`src/scm_pkg.sv`:
```
/*
  Shared constants for the 16-bit processor core with multiply and divide:
  instruction fields, opcodes, addressing modes, flag bits, reset values and
  the sequencer states. Assumes every user names items as scm_pkg::name.
*/
package scm_pkg;

  // Instruction word fields.
  localparam int unsigned IR_OP_MSB = 15;
  localparam int unsigned IR_OP_W   = 4;
  localparam int unsigned IR_MD_MSB = 11;
  localparam int unsigned IR_MD_W   = 3;
  localparam int unsigned IR_DIR    = 8;
  localparam int unsigned IR_RD_MSB = 7;
  localparam int unsigned IR_RS_MSB = 3;
  localparam int unsigned IDX_W     = 4;
  localparam int unsigned PTR_W     = 3;
  localparam int unsigned VEC_W     = 8;

  // Opcodes.
  localparam logic [3:0] OP_MOV  = 4'h0;
  localparam logic [3:0] OP_ADD  = 4'h1;
  localparam logic [3:0] OP_SUB  = 4'h2;
  localparam logic [3:0] OP_AND  = 4'h3;
  localparam logic [3:0] OP_OR   = 4'h4;
  localparam logic [3:0] OP_XOR  = 4'h5;
  localparam logic [3:0] OP_CMP  = 4'h6;
  localparam logic [3:0] OP_MUL  = 4'h7;
  localparam logic [3:0] OP_DIV  = 4'h8;
  localparam logic [3:0] OP_JMP  = 4'h9;
  localparam logic [3:0] OP_CALL = 4'ha;
  localparam logic [3:0] OP_RET  = 4'hb;
  localparam logic [3:0] OP_RETI = 4'hc;
  localparam logic [3:0] OP_SWI  = 4'hd;
  localparam logic [3:0] OP_SPEC = 4'he;

  // Source addressing modes.
  localparam logic [2:0] MD_REG   = 3'h0;
  localparam logic [2:0] MD_DIR   = 3'h1;
  localparam logic [2:0] MD_IMM   = 3'h2;
  localparam logic [2:0] MD_IND   = 3'h3;
  localparam logic [2:0] MD_IDX   = 3'h4;
  localparam logic [2:0] MD_AINC  = 3'h5;
  localparam logic [2:0] MD_SHORT = 3'h6;

  // Jump conditions and special-register selectors, both in the rd field.
  localparam logic [3:0] CC_ALL  = 4'h0;
  localparam logic [3:0] CC_Z    = 4'h1;
  localparam logic [3:0] CC_NZ   = 4'h2;
  localparam logic [3:0] CC_C    = 4'h3;
  localparam logic [3:0] CC_N    = 4'h4;
  localparam logic [3:0] SPEC_BASE = 4'h0;
  localparam logic [3:0] SPEC_IE   = 4'h1;
  localparam logic [3:0] SPEC_FLAG = 4'h2;

  // Flag register bits.
  localparam int unsigned FLG_C   = 0;
  localparam int unsigned FLG_Z   = 1;
  localparam int unsigned FLG_N   = 2;
  localparam int unsigned FLG_V   = 3;
  localparam int unsigned FLG_DE  = 4;
  localparam int unsigned FLG_GIE = 7;

  // Registers, vectors and reset values.
  localparam logic [3:0]  SP_IDX      = 4'hf;
  localparam int unsigned HW_IRQS     = 8;
  localparam logic [7:0]  SWI_FIRST   = 8'h10;
  localparam logic [15:0] RESET_PC    = 16'h0100;
  localparam logic [15:0] RESET_BASE  = 16'h0400;
  localparam logic [15:0] VECTOR_BASE = 16'h0000;
  localparam logic [15:0] FLAG_RESET  = 16'h0000;
  localparam logic [15:0] ONE         = 16'h0001;

  // Divider sizing and quotient limits.
  localparam int unsigned DIV_STEPS   = 32;
  localparam logic [31:0] QUO_POS_LIM = 32'h0000_7fff;
  localparam logic [31:0] QUO_NEG_LIM = 32'h0000_8000;

  // Sequencer states, Gray coded in the order they are listed.
  typedef enum logic [4:0] {
    ST_FETCH = 5'h00, ST_DEC  = 5'h01, ST_PTR  = 5'h03, ST_PINC = 5'h02,
    ST_W1    = 5'h06, ST_SRC  = 5'h07, ST_W2   = 5'h05, ST_DST  = 5'h04,
    ST_DST2  = 5'h0c, ST_EXEC = 5'h0d, ST_MD   = 5'h0f, ST_WB   = 5'h0e,
    ST_WB2   = 5'h0a, ST_SPRD = 5'h0b, ST_PUSHF = 5'h09, ST_PUSHP = 5'h08,
    ST_POPP  = 5'h18, ST_POPF = 5'h19, ST_SPWR = 5'h1b, ST_VEC  = 5'h1a
  } scm_state_type;

endpackage

```
`src/scm_muldiv.sv`:
```
/*
  Signed 16x16 multiplier and iterative signed 32/16 divider.
  Assumes operands stay stable from start_i until done_o.
*/
`timescale 1ns/100ps
module scm_muldiv #(
  parameter int unsigned STEPS = scm_pkg::DIV_STEPS
) (
  input  wire logic        clock_i,
  input  wire logic        sys_rst_i,
  input  wire logic        start_i,
  input  wire logic        div_i,
  input  wire logic [31:0] dividend_i,
  input  wire logic [15:0] divisor_i,
  output logic             done_o,
  output logic             err_o,
  output logic [15:0]      hi_o,
  output logic [15:0]      lo_o
);

  logic        busy_ff;
  logic [5:0]  cnt_ff;
  logic [31:0] num_ff;
  logic [15:0] rem_ff;
  logic [15:0] den_ff;
  logic        qneg_ff;
  logic        rneg_ff;

  // Restoring step: one quotient bit per cycle on magnitudes.
  wire  [16:0] rem_sh   = {rem_ff, num_ff[31]};
  wire         fits     = rem_sh >= {1'b0, den_ff};
  wire  [16:0] rem_sub  = rem_sh - {1'b0, den_ff};
  wire  [31:0] quo_s    = qneg_ff ? (~num_ff + 32'h0000_0001) : num_ff;
  wire  [15:0] rem_s    = rneg_ff ? (~rem_ff + 16'h0001) : rem_ff;
  wire         quo_ovf  = qneg_ff ? (num_ff > scm_pkg::QUO_NEG_LIM)
                                  : (num_ff > scm_pkg::QUO_POS_LIM);
  wire  [31:0] product  = 32'($signed(dividend_i[31:16])) * 32'($signed(divisor_i));
  wire  [31:0] dvd_mag  = dividend_i[31] ? (~dividend_i + 32'h0000_0001) : dividend_i;
  wire  [15:0] dvs_mag  = divisor_i[15] ? (~divisor_i + 16'h0001) : divisor_i;

  // Multiply answers next cycle; divide by zero is refused at once.
  always_ff @(posedge clock_i)
  begin
    done_o <= 1'b0;
    if (sys_rst_i)
    begin
      busy_ff <= 1'b0;
      cnt_ff  <= 6'h00;
      num_ff  <= 32'h0000_0000;
      rem_ff  <= 16'h0000;
      den_ff  <= 16'h0000;
      qneg_ff <= 1'b0;
      rneg_ff <= 1'b0;
      err_o   <= 1'b0;
      hi_o    <= 16'h0000;
      lo_o    <= 16'h0000;
    end
    else if (start_i && !div_i)
    begin
      {hi_o, lo_o} <= product;
      err_o        <= 1'b0;
      done_o       <= 1'b1;
    end
    else if (start_i && divisor_i == 16'h0000)
    begin
      {hi_o, lo_o} <= 32'h0000_0000;
      err_o        <= 1'b1;
      done_o       <= 1'b1;
    end
    else if (start_i)
    begin
      busy_ff <= 1'b1;
      cnt_ff  <= 6'(STEPS);
      num_ff  <= dvd_mag;
      den_ff  <= dvs_mag;
      rem_ff  <= 16'h0000;
      qneg_ff <= dividend_i[31] ^ divisor_i[15];
      rneg_ff <= dividend_i[31];
    end
    else if (busy_ff && cnt_ff != 6'h00)
    begin
      rem_ff <= fits ? rem_sub[15:0] : rem_sh[15:0];
      num_ff <= {num_ff[30:0], fits};
      cnt_ff <= cnt_ff - 6'h01;
    end
    else if (busy_ff)
    begin
      busy_ff <= 1'b0;
      done_o  <= 1'b1;
      err_o   <= quo_ovf;
      hi_o    <= quo_ovf ? 16'h0000 : rem_s;
      lo_o    <= quo_ovf ? 16'h0000 : quo_s[15:0];
    end
  end

endmodule // scm_muldiv

```
`src/scm_core.sv`:
```
/*
  Sequencer of the 16-bit processor core: fetch, operand addressing, ALU,
  stack, interrupts, and the multiply/divide unit it instantiates.
  Assumes one memory port whose slave answers each request with a one-cycle
  ack and read data; interrupt lines come from logic on the same clock.
*/
// What this block does
// - Signed 16x16 multiply gives 32-bit product.
// - Signed divide of 32-bit by 16-bit.
// - Sixteen registers plus flag and enable registers.
// - Registers zero to seven serve as pointers.
// - Register fifteen is the stack pointer.
// - Register set lives in RAM at movable base.
// - Prioritised hardware vectors plus 240 software vectors.
// - Auto-increment bumps pointer after each access.
// - Sixteen-bit words, up to two operand words.
// - Short immediate constant inside instruction word.
// - Seven addressing modes, memory or register destinations.
`timescale 1ns/100ps
module scm_core #(
  parameter int unsigned NIRQ       = scm_pkg::HW_IRQS,
  parameter logic [15:0] PC_RESET   = scm_pkg::RESET_PC,
  parameter logic [15:0] BASE_RESET = scm_pkg::RESET_BASE,
  parameter logic [15:0] VEC_BASE   = scm_pkg::VECTOR_BASE
) (
  input  wire logic            clock_i,
  input  wire logic            sys_rst_i,
  output logic                 mem_req_o,
  output logic                 mem_we_o,
  output logic [15:0]          mem_addr_o,
  output logic [15:0]          mem_wdata_o,
  input  wire logic [15:0]     mem_rdata_i,
  input  wire logic            mem_ack_i,
  input  wire logic [NIRQ-1:0] irq_i,
  output logic [NIRQ-1:0]      irq_ack_o
);

  scm_pkg::scm_state_type state_ff;
  scm_pkg::scm_state_type nxt_state;
  logic [15:0]     pc_ff, ir_ff, ea_ff, ea2_ff, src_ff, dst_ff, lo_ff, res_ff;
  logic [15:0]     sp_ff, base_ff, ie_ff, flag_ff;
  logic [7:0]      vec_ff;
  logic            intr_ff, md_start_ff;
  logic [NIRQ-1:0] irq_ack_ff;
  logic            acc_need, acc_we;
  logic [15:0]     acc_addr, acc_wdata;
  logic            md_done, md_err;
  logic [15:0]     md_hi, md_lo;

  // Register slots are RAM words at base plus index.
  function automatic logic [15:0] reg_addr(input logic [15:0] base,
                                           input logic [3:0] idx);
    return base + {12'h000, idx};
  endfunction

  // Lowest numbered pending line wins.
  function automatic logic [7:0] pick_irq(input logic [NIRQ-1:0] req);
    pick_irq = 8'h00;
    for (int i = NIRQ - 1; i >= 0; i--)
      if (req[i])
        pick_irq = 8'(i);
  endfunction

  // Instruction fields and decode.
  wire [3:0]  op       = ir_ff[scm_pkg::IR_OP_MSB -: scm_pkg::IR_OP_W];
  wire [2:0]  mode     = ir_ff[scm_pkg::IR_MD_MSB -: scm_pkg::IR_MD_W];
  wire        dirb     = ir_ff[scm_pkg::IR_DIR];
  wire [3:0]  rd       = ir_ff[scm_pkg::IR_RD_MSB -: scm_pkg::IDX_W];
  wire [3:0]  rs       = ir_ff[scm_pkg::IR_RS_MSB -: scm_pkg::IDX_W];
  wire [3:0]  ptr_idx  = {1'b0, rs[scm_pkg::PTR_W-1:0]};
  wire [7:0]  swi_vec  = ir_ff[scm_pkg::VEC_W-1:0];
  wire        swi_ok   = swi_vec >= scm_pkg::SWI_FIRST;
  wire        is_md    = op == scm_pkg::OP_MUL || op == scm_pkg::OP_DIV;
  wire        no_dst   = op == scm_pkg::OP_JMP || op == scm_pkg::OP_CALL ||
                         op == scm_pkg::OP_SPEC;
  wire [15:0] dst_addr = dirb ? ea2_ff : reg_addr(base_ff, rd);
  wire [15:0] dst_adr2 = dst_addr + scm_pkg::ONE;
  wire [15:0] sp_dec   = sp_ff - scm_pkg::ONE;
  wire [NIRQ-1:0] irq_live = irq_i & ie_ff[NIRQ-1:0];
  wire        irq_take = state_ff == scm_pkg::ST_FETCH && !mem_req_o &&
                         flag_ff[scm_pkg::FLG_GIE] && |irq_live;
  wire [7:0]  irq_vec  = pick_irq(irq_live);
  wire        step     = (state_ff == scm_pkg::ST_MD) ? md_done :
                         (acc_need ? (mem_req_o && mem_ack_i) : 1'b1);
  wire scm_pkg::scm_state_type after_src = no_dst ? scm_pkg::ST_EXEC :
                         (dirb ? scm_pkg::ST_W2 : scm_pkg::ST_DST);

  // ALU with carry, overflow and sign/zero.
  wire [16:0] add17  = {1'b0, dst_ff} + {1'b0, src_ff};
  wire [16:0] sub17  = {1'b0, dst_ff} - {1'b0, src_ff};
  logic [15:0] alu_res;
  logic        alu_c, alu_v;
  always_comb
  begin
    alu_c   = flag_ff[scm_pkg::FLG_C];
    alu_v   = 1'b0;
    alu_res = src_ff;
    unique case (op)
      scm_pkg::OP_ADD:
      begin
        {alu_c, alu_res} = add17;
        alu_v = ~(dst_ff[15] ^ src_ff[15]) & (add17[15] ^ dst_ff[15]);
      end
      scm_pkg::OP_SUB, scm_pkg::OP_CMP:
      begin
        {alu_c, alu_res} = sub17;
        alu_v = (dst_ff[15] ^ src_ff[15]) & (sub17[15] ^ dst_ff[15]);
      end
      scm_pkg::OP_AND: alu_res = dst_ff & src_ff;
      scm_pkg::OP_OR:  alu_res = dst_ff | src_ff;
      scm_pkg::OP_XOR: alu_res = dst_ff ^ src_ff;
      default:         alu_res = src_ff;
    endcase
  end

  // Jump condition, tested against the current flags.
  wire cond_ok = (rd == scm_pkg::CC_ALL) ||
                 (rd == scm_pkg::CC_Z  &&  flag_ff[scm_pkg::FLG_Z]) ||
                 (rd == scm_pkg::CC_NZ && !flag_ff[scm_pkg::FLG_Z]) ||
                 (rd == scm_pkg::CC_C  &&  flag_ff[scm_pkg::FLG_C]) ||
                 (rd == scm_pkg::CC_N  &&  flag_ff[scm_pkg::FLG_N]);

  // Memory access wanted by each state; register slots share the data port.
  always_comb
  begin
    acc_need  = 1'b1;
    acc_we    = 1'b0;
    acc_addr  = pc_ff;
    acc_wdata = res_ff;
    unique case (state_ff)
      scm_pkg::ST_FETCH: acc_need = !irq_take;
      scm_pkg::ST_W1, scm_pkg::ST_W2: acc_addr = pc_ff;
      scm_pkg::ST_PTR:   acc_addr = reg_addr(base_ff, ptr_idx);
      scm_pkg::ST_PINC:
      begin
        acc_we    = 1'b1;
        acc_addr  = reg_addr(base_ff, ptr_idx);
        acc_wdata = ea_ff + scm_pkg::ONE;
      end
      scm_pkg::ST_SRC:
        acc_addr = (mode == scm_pkg::MD_REG) ? reg_addr(base_ff, rs) : ea_ff;
      scm_pkg::ST_DST:   acc_addr = dst_addr;
      scm_pkg::ST_DST2:  acc_addr = dst_adr2;
      scm_pkg::ST_WB:
      begin
        acc_we   = 1'b1;
        acc_addr = dst_addr;
      end
      scm_pkg::ST_WB2:
      begin
        acc_we    = 1'b1;
        acc_addr  = dst_adr2;
        acc_wdata = lo_ff;
      end
      scm_pkg::ST_SPRD:  acc_addr = reg_addr(base_ff, scm_pkg::SP_IDX);
      scm_pkg::ST_PUSHF, scm_pkg::ST_PUSHP:
      begin
        acc_we    = 1'b1;
        acc_addr  = sp_dec;
        acc_wdata = (state_ff == scm_pkg::ST_PUSHF) ? flag_ff : pc_ff;
      end
      scm_pkg::ST_POPP, scm_pkg::ST_POPF: acc_addr = sp_ff;
      scm_pkg::ST_SPWR:
      begin
        acc_we    = 1'b1;
        acc_addr  = reg_addr(base_ff, scm_pkg::SP_IDX);
        acc_wdata = sp_ff;
      end
      scm_pkg::ST_VEC:   acc_addr = VEC_BASE + {8'h00, vec_ff};
      default:           acc_need = 1'b0;
    endcase
  end

  // Sequencing; each state leaves only once its access or the multiply/divide unit is done.
  always_comb
  begin
    nxt_state = state_ff;
    if (step)
    begin
      unique case (state_ff)
        scm_pkg::ST_FETCH: nxt_state = irq_take ? scm_pkg::ST_SPRD : scm_pkg::ST_DEC;
        scm_pkg::ST_DEC:
          if (op == scm_pkg::OP_RET || op == scm_pkg::OP_RETI)
            nxt_state = scm_pkg::ST_SPRD;
          else if (op == scm_pkg::OP_SWI)
            nxt_state = swi_ok ? scm_pkg::ST_SPRD : scm_pkg::ST_FETCH;
          else if (mode == scm_pkg::MD_REG)
            nxt_state = scm_pkg::ST_SRC;
          else if (mode == scm_pkg::MD_DIR || mode == scm_pkg::MD_IMM)
            nxt_state = scm_pkg::ST_W1;
          else if (mode == scm_pkg::MD_SHORT)
            nxt_state = after_src;
          else
            nxt_state = scm_pkg::ST_PTR;
        scm_pkg::ST_PTR:
          nxt_state = (mode == scm_pkg::MD_IDX)  ? scm_pkg::ST_W1 :
                      (mode == scm_pkg::MD_AINC) ? scm_pkg::ST_PINC : scm_pkg::ST_SRC;
        scm_pkg::ST_PINC:  nxt_state = scm_pkg::ST_SRC;
        scm_pkg::ST_W1:    nxt_state = (mode == scm_pkg::MD_IMM) ? after_src : scm_pkg::ST_SRC;
        scm_pkg::ST_SRC:   nxt_state = after_src;
        scm_pkg::ST_W2:    nxt_state = scm_pkg::ST_DST;
        scm_pkg::ST_DST:
          nxt_state = (op == scm_pkg::OP_DIV) ? scm_pkg::ST_DST2 :
                      (is_md ? scm_pkg::ST_MD : scm_pkg::ST_EXEC);
        scm_pkg::ST_DST2:  nxt_state = scm_pkg::ST_MD;
        scm_pkg::ST_EXEC:
          nxt_state = (op == scm_pkg::OP_CALL) ? scm_pkg::ST_SPRD :
                      (no_dst || op == scm_pkg::OP_CMP) ? scm_pkg::ST_FETCH : scm_pkg::ST_WB;
        scm_pkg::ST_MD:    nxt_state = md_err ? scm_pkg::ST_FETCH : scm_pkg::ST_WB;
        scm_pkg::ST_WB:    nxt_state = is_md ? scm_pkg::ST_WB2 : scm_pkg::ST_FETCH;
        scm_pkg::ST_WB2:   nxt_state = scm_pkg::ST_FETCH;
        scm_pkg::ST_SPRD:
          nxt_state = intr_ff ? scm_pkg::ST_PUSHF :
                      (op == scm_pkg::OP_CALL) ? scm_pkg::ST_PUSHP : scm_pkg::ST_POPP;
        scm_pkg::ST_PUSHF: nxt_state = scm_pkg::ST_PUSHP;
        scm_pkg::ST_PUSHP: nxt_state = scm_pkg::ST_SPWR;
        scm_pkg::ST_POPP:
          nxt_state = (op == scm_pkg::OP_RETI) ? scm_pkg::ST_POPF : scm_pkg::ST_SPWR;
        scm_pkg::ST_POPF:  nxt_state = scm_pkg::ST_SPWR;
        scm_pkg::ST_SPWR:  nxt_state = intr_ff ? scm_pkg::ST_VEC : scm_pkg::ST_FETCH;
        scm_pkg::ST_VEC:   nxt_state = scm_pkg::ST_FETCH;
        default:           nxt_state = scm_pkg::ST_FETCH;
      endcase
    end
  end

  // Bus master: one request at a time, held until acknowledged.
  always_ff @(posedge clock_i)
  begin
    if (sys_rst_i)
      mem_req_o <= 1'b0;
    else if (!mem_req_o && acc_need)
      mem_req_o <= 1'b1;
    else if (mem_ack_i)
      mem_req_o <= 1'b0;
    if (!mem_req_o)
    begin
      mem_we_o    <= sys_rst_i ? 1'b0 : acc_we;
      mem_addr_o  <= sys_rst_i ? 16'h0000 : acc_addr;
      mem_wdata_o <= sys_rst_i ? 16'h0000 : acc_wdata;
    end
  end

  // Datapath captures on each completed step.
  always_ff @(posedge clock_i)
  begin
    irq_ack_ff  <= '0;
    md_start_ff <= !sys_rst_i && step && is_md && !intr_ff &&
                   (nxt_state == scm_pkg::ST_MD) && (state_ff != scm_pkg::ST_MD);
    if (sys_rst_i)
    begin
      state_ff <= scm_pkg::ST_FETCH;
      pc_ff    <= PC_RESET;
      base_ff  <= BASE_RESET;
      flag_ff  <= scm_pkg::FLAG_RESET;
      ie_ff    <= 16'h0000;
      {ir_ff, ea_ff, ea2_ff, src_ff, dst_ff, lo_ff, res_ff, sp_ff} <= '0;
      vec_ff   <= 8'h00;
      intr_ff  <= 1'b0;
    end
    else if (step)
    begin
      state_ff <= nxt_state;
      unique case (state_ff)
        scm_pkg::ST_FETCH:
          if (irq_take)
          begin
            intr_ff    <= 1'b1;
            vec_ff     <= irq_vec;
            irq_ack_ff <= NIRQ'(1) << irq_vec;
          end
          else
          begin
            intr_ff <= 1'b0;
            ir_ff   <= mem_rdata_i;
            pc_ff   <= pc_ff + scm_pkg::ONE;
          end
        scm_pkg::ST_DEC:
        begin
          src_ff <= {12'h000, rs};
          if (op == scm_pkg::OP_SWI && swi_ok)
          begin
            intr_ff <= 1'b1;
            vec_ff  <= swi_vec;
          end
        end
        scm_pkg::ST_PTR: ea_ff <= mem_rdata_i;
        scm_pkg::ST_W1:
        begin
          pc_ff <= pc_ff + scm_pkg::ONE;
          if (mode == scm_pkg::MD_IMM)
            src_ff <= mem_rdata_i;
          else if (mode == scm_pkg::MD_IDX)
            ea_ff <= ea_ff + mem_rdata_i;
          else
            ea_ff <= mem_rdata_i;
        end
        scm_pkg::ST_SRC: src_ff <= mem_rdata_i;
        scm_pkg::ST_W2:
        begin
          pc_ff  <= pc_ff + scm_pkg::ONE;
          ea2_ff <= mem_rdata_i;
        end
        scm_pkg::ST_DST:  dst_ff <= mem_rdata_i;
        scm_pkg::ST_DST2: lo_ff  <= mem_rdata_i;
        scm_pkg::ST_EXEC:
          if (op == scm_pkg::OP_JMP)
          begin
            if (cond_ok)
              pc_ff <= src_ff;                                     // Untaken jumps keep flags.
          end
          else if (op == scm_pkg::OP_CALL)
            ea2_ff <= src_ff;
          else if (op == scm_pkg::OP_SPEC)
          begin
            if (rd == scm_pkg::SPEC_BASE)
              base_ff <= src_ff;
            if (rd == scm_pkg::SPEC_IE)
              ie_ff <= src_ff;
            if (rd == scm_pkg::SPEC_FLAG)
              flag_ff <= src_ff;
          end
          else
          begin
            res_ff                   <= alu_res;
            flag_ff[scm_pkg::FLG_C]  <= alu_c;
            flag_ff[scm_pkg::FLG_V]  <= alu_v;
            flag_ff[scm_pkg::FLG_Z]  <= alu_res == 16'h0000;
            flag_ff[scm_pkg::FLG_N]  <= alu_res[15];
          end
        scm_pkg::ST_MD:
        begin
          res_ff                  <= md_hi;
          lo_ff                   <= md_lo;
          flag_ff[scm_pkg::FLG_V]  <= md_err;
          flag_ff[scm_pkg::FLG_DE] <= md_err;
          flag_ff[scm_pkg::FLG_Z]  <= (op == scm_pkg::OP_DIV) ? md_lo == 16'h0000
                                      : {md_hi, md_lo} == 32'h0000_0000;
          flag_ff[scm_pkg::FLG_N]  <= (op == scm_pkg::OP_DIV) ? md_lo[15] : md_hi[15];
        end
        scm_pkg::ST_SPRD: sp_ff <= mem_rdata_i;
        scm_pkg::ST_PUSHF:
        begin
          sp_ff                     <= sp_dec;
          flag_ff[scm_pkg::FLG_GIE] <= 1'b0;
        end
        scm_pkg::ST_PUSHP: sp_ff <= sp_dec;
        scm_pkg::ST_POPP:
        begin
          pc_ff <= mem_rdata_i;
          sp_ff <= sp_ff + scm_pkg::ONE;
        end
        scm_pkg::ST_POPF:
        begin
          flag_ff <= mem_rdata_i;
          sp_ff   <= sp_ff + scm_pkg::ONE;
        end
        scm_pkg::ST_SPWR:
          if (!intr_ff && op == scm_pkg::OP_CALL)
            pc_ff <= ea2_ff;
        scm_pkg::ST_VEC: pc_ff <= mem_rdata_i;
        default: ;
      endcase
    end
  end

  assign irq_ack_o = irq_ack_ff;

  // Multiply takes rd as first factor; divide takes rd:rd+1 as dividend.
  scm_muldiv u_muldiv (
    .clock_i    (clock_i),
    .sys_rst_i  (sys_rst_i),
    .start_i    (md_start_ff),
    .div_i      (op == scm_pkg::OP_DIV),
    .dividend_i ({dst_ff, lo_ff}),
    .divisor_i  (src_ff),
    .done_o     (md_done),
    .err_o      (md_err),
    .hi_o       (md_hi),
    .lo_o       (md_lo)
  );

endmodule // scm_core

```
`config.mk`:
```
export PLATFORM = sky130hd
export DESIGN_NAME = scm_core
export DESIGN_NICKNAME = d
export VERILOG_FILES = /design/src/scm_pkg.sv /design/src/scm_muldiv.sv /design/src/scm_core.sv
export SDC_FILE = /design/constraint.sdc
export NUM_CORES = 2
export LEC_CHECK = 0
export BUFFER_PORTS_ARGS = -buffer_cell sky130_fd_sc_hd__buf_2
export CAP_MARGIN = 0
export CELL_PAD_IN_SITES_DETAIL_PLACEMENT = 1
export CELL_PAD_IN_SITES_GLOBAL_PLACEMENT = 2
export CORE_UTILIZATION = 39
export CTS_CLUSTER_DIAMETER = 40
export DETAILED_ROUTE_END_ITERATION = 8
export PLACE_DENSITY = 0.81
export SLEW_MARGIN = 20
export SYNTH_ARGS = -nofsm -noshare
export SYNTH_HDL_FRONTEND = slang
export SYNTH_SLANG_ARGS = --single-unit
```
`constraint.sdc`:
```
create_clock -name clock_i -period 8.5 [get_ports clock_i]
set_clock_uncertainty 0.05 [all_clocks]
set_input_delay 1.275 -clock clock_i [delete_from_list [all_inputs] [get_ports clock_i]]
set_output_delay 1.275 -clock clock_i [all_outputs]
set_load 0.03 [all_outputs]
```
==> impl_results.md <==
* Syn-to-layout area delta at 12.5%
* Critical Path AT at 8120 ps
* Via count of the first global-routing pass at 34800
* Hold Path Class: register to register
* Initial Util at 39.6%
* Core Rows at 108
* Vias at 34270
* PwrDens at 214 mW/mm^2
* ANT nets after route at 0
* Slowest stage delay, CP at 1030 ps
* Root Driver: clkbuf_16
* Post-Synthesis Cells at 4445
* Clock transition at path regs at 50 ps
* Setup tns final at 0 ps
* CP endpoint kind: register
* # setup viols final at 0
* Drt total wl at 156000 um
* Synth async-reset ratio at 0%
* Largest net degree at the start of global routing at 131
* Tightest hold margin at 433 ps
* Critical path type: register to register
* Ys Warns at 0
* Postcts setup bufs at 0
* Final Cell Area at 0.0389 mm^2
* Share of cells above drive strength 1 at 8.69%
* RSZ-0062 raised after global routing: no
* Area of the core at 0.0873 mm^2
* DRC Markers at 0
* Most common flop cell mapped by yosys: dfxtp_1
* Total track usage at 34.6%
* H-tree depth at 3
* First-pass GRT wire length at 232000 um
* Pre-Repair DR Iteration Count at 7
* Drt initial violations at 3418
* FF+latch count, synth at 348
* Actual slew at the worst max-slew pin at 1240 ps
* LEAKAGE at 16.1 nW
* WL/cell at 27.8 um
* Clk sink count at 348
* Mean post-synth cell area at 7.78 um^2
* Die Ht at 300 um
* Resized cells post-CTS at 0
* Detailed placement HPWL at 116000 um
* Worst path most repeated cell: fa_1
* Final GP Congestion at 0.958
* I/O pin cnt at 69
* Clk_lat worst skew at 650 ps
* FF-to-FF setup slack at 880 ps
* IO buf count at 68
* Syn_nets at 4926
* Most instantiated cells after synthesis: 553 x nor2_1, 498 x nand2_1, 407 x inv_1
* Die ar. at 0.0898 mm^2
* Die Wd at 300 um
* TritonCTS clock tree: yes
* Dominant cell by count in the synthesized netlist: nor2_1
* Max IR drop VDD at 163 uV
* Clock Path Buffers at 3
* Synth Cell Area at 0.0346 mm^2
* Dominant cells by area after synthesis: dfxtp_1 18%, fa_1 16%, ha_1 6.7%, nor2_1 6.0%, nand2_1 5.4%
* Dpl cell area at 0.0360 mm^2
* Vias/cell at 6.12
* Total grt overflow at 0
* Slew Limit Headroom at 16.9%
* Max Slew Vio Count at 0
* Slowest CP cell: dfxtp_1
* Nets at 4860
* Crit path cell chain: ha_1, fa_1, inv_1, fa_1, fa_1, inv_1, fa_1, fa_1, inv_1, fa_1, inv_1, ha_1, a211oi_1, nor2_1, a211oi_1, a21oi_1, a31o_2, and4_1, a2111oi_0, mux2_2, a31oi_1
* Top cell type's share of synthesized area at 18.2%
* Outcome: complete, no violations
* Worst-path fanout max at 18
* Critical path data required time at 9010 ps
* Final design utilization at 44.6%
* Sequential share of the synthesized area at 21.1%
* Crit start category: register
* Final hold violation count at 0
* Biggest area consumer among synthesized cells: dfxtp_1
* Max Freq at 131 MHz
* Initial antenna violation count at 1
* Number of buffers inserted by hold repair at cts at 0
* Tmin final at 7620 ps
* Fin crit share at 89.6%
* Post-synthesis cell type count at 100
* MaxCap Viol Count at 0
* Number of CTS-inserted buffers at 79
* EDFF count, synth at 33
==> kinds of logic after synthesis <==
| group | synth area share (%) |
|---|---|
| AOI/OAI and AO/OA | 19.7 |
| and+or+nand+nor | 20.4 |
| DFF | 21.1 |
| adders and majority gates | 22.3 |
| buffers and inverters | 8.22 |
| xor gates and xnor gates | 5.32 |
| muxes | 2.89 |
==> layer usage <==
metal	track usage [%]	vias up	wire, um
met5	0	-	0
met4	21.9	0	11700
met3	5.58	450	11200
met2	54.9	1405	69800
met1	43.8	17207	62900
li1	-	15208	-
==> report_power, final <==
part           leakage (nW)  switching, mW  internal (mW)
registers              2.89          0.193           1.81
logic                  11.8           2.07          0.851
clock network          1.41           1.15           2.25
==> critical path, delay by kind of cell (launching register included) <==
family,cells,cell delay [ps]
adder cells (fa/ha/maj),8,3720
buffers and inverters,4,300
AO/OA/AOI/OAI,6,1720
flip-flops,1,1030
multiplexers,1,390
AND/OR/NAND/NOR,2,320
==> cells in the final DEF (no fill, tap or decap), drive strengths merged, types with 93 or more instances in the layout <==
cell type / Yosys / routed
buf: 70 / 166
inv: 415 / 429
ha: 185 / 185
clkbuf: 243 / 93
a21oi: 281 / 281
dfxtp: 315 / 315
fa: 269 / 269
o21ai: 209 / 209
nor3: 130 / 130
nand2: 499 / 499
nor2: 554 / 554
xnor2: 136 / 136
mux2i: 93 / 93
nand3: 95 / 95
==> final cells by class <==
| type | instances | area (um^2) |
|---|---|---|
| flip-flops and latches | 348 | 7300 |
| diodes | 1 | 2.50 |
| fillers | 10611 | 48400 |
| clock inverters | 53 | 782 |
| clock buffers | 93 | 2130 |
| inverters | 427 | 1600 |
| multi-input cells | 3357 | 24500 |
| well taps | 1155 | 1450 |
| repair buffers | 166 | 1100 |
==> flip-flops by register name (all words and copies together), names as in the netlist, 5 cells and up <==
name and count:
base_ff 16, dst_ff 16, ea2_ff 16, ea_ff 16, flag_ff 16, ie_ff 8, ir_ff 16, irq_ack_o 8
lo_ff 16, mem_addr_o 16, mem_wdata_o 16, pc_ff 16, res_ff 16, sp_ff 16, src_ff 16, state_ff 5
u_muldiv.cnt_ff 6, u_muldiv.den_ff 16, u_muldiv.hi_o 16, u_muldiv.lo_o 16, u_muldiv.num_ff 32, u_muldiv.rem_ff 16, vec_ff 8
==> per-stage QoR <==
stage	total power, mW	std cells	setup WS [ps]
2_1_floorplan	3.75	4445	1280
3_3_place_gp	4.84	5453	1110
3_5_place_dp	4.86	5453	1010
4_1_cts	8.27	5599	994
5_1_grt	8.59	5599	653
6_report	8.33	5600	882
==> worst paths after layout <==
kind,start,endpoint,depth (start not counted)
max,src_ff[7],u_muldiv.hi_o[14],21
min,u_muldiv.den_ff[0],u_muldiv.den_ff[0],2
max reg2reg,src_ff[7],u_muldiv.hi_o[14],21
min reg2reg,u_muldiv.den_ff[0],u_muldiv.den_ff[0],2
Power figures use the tool's default switching activity.
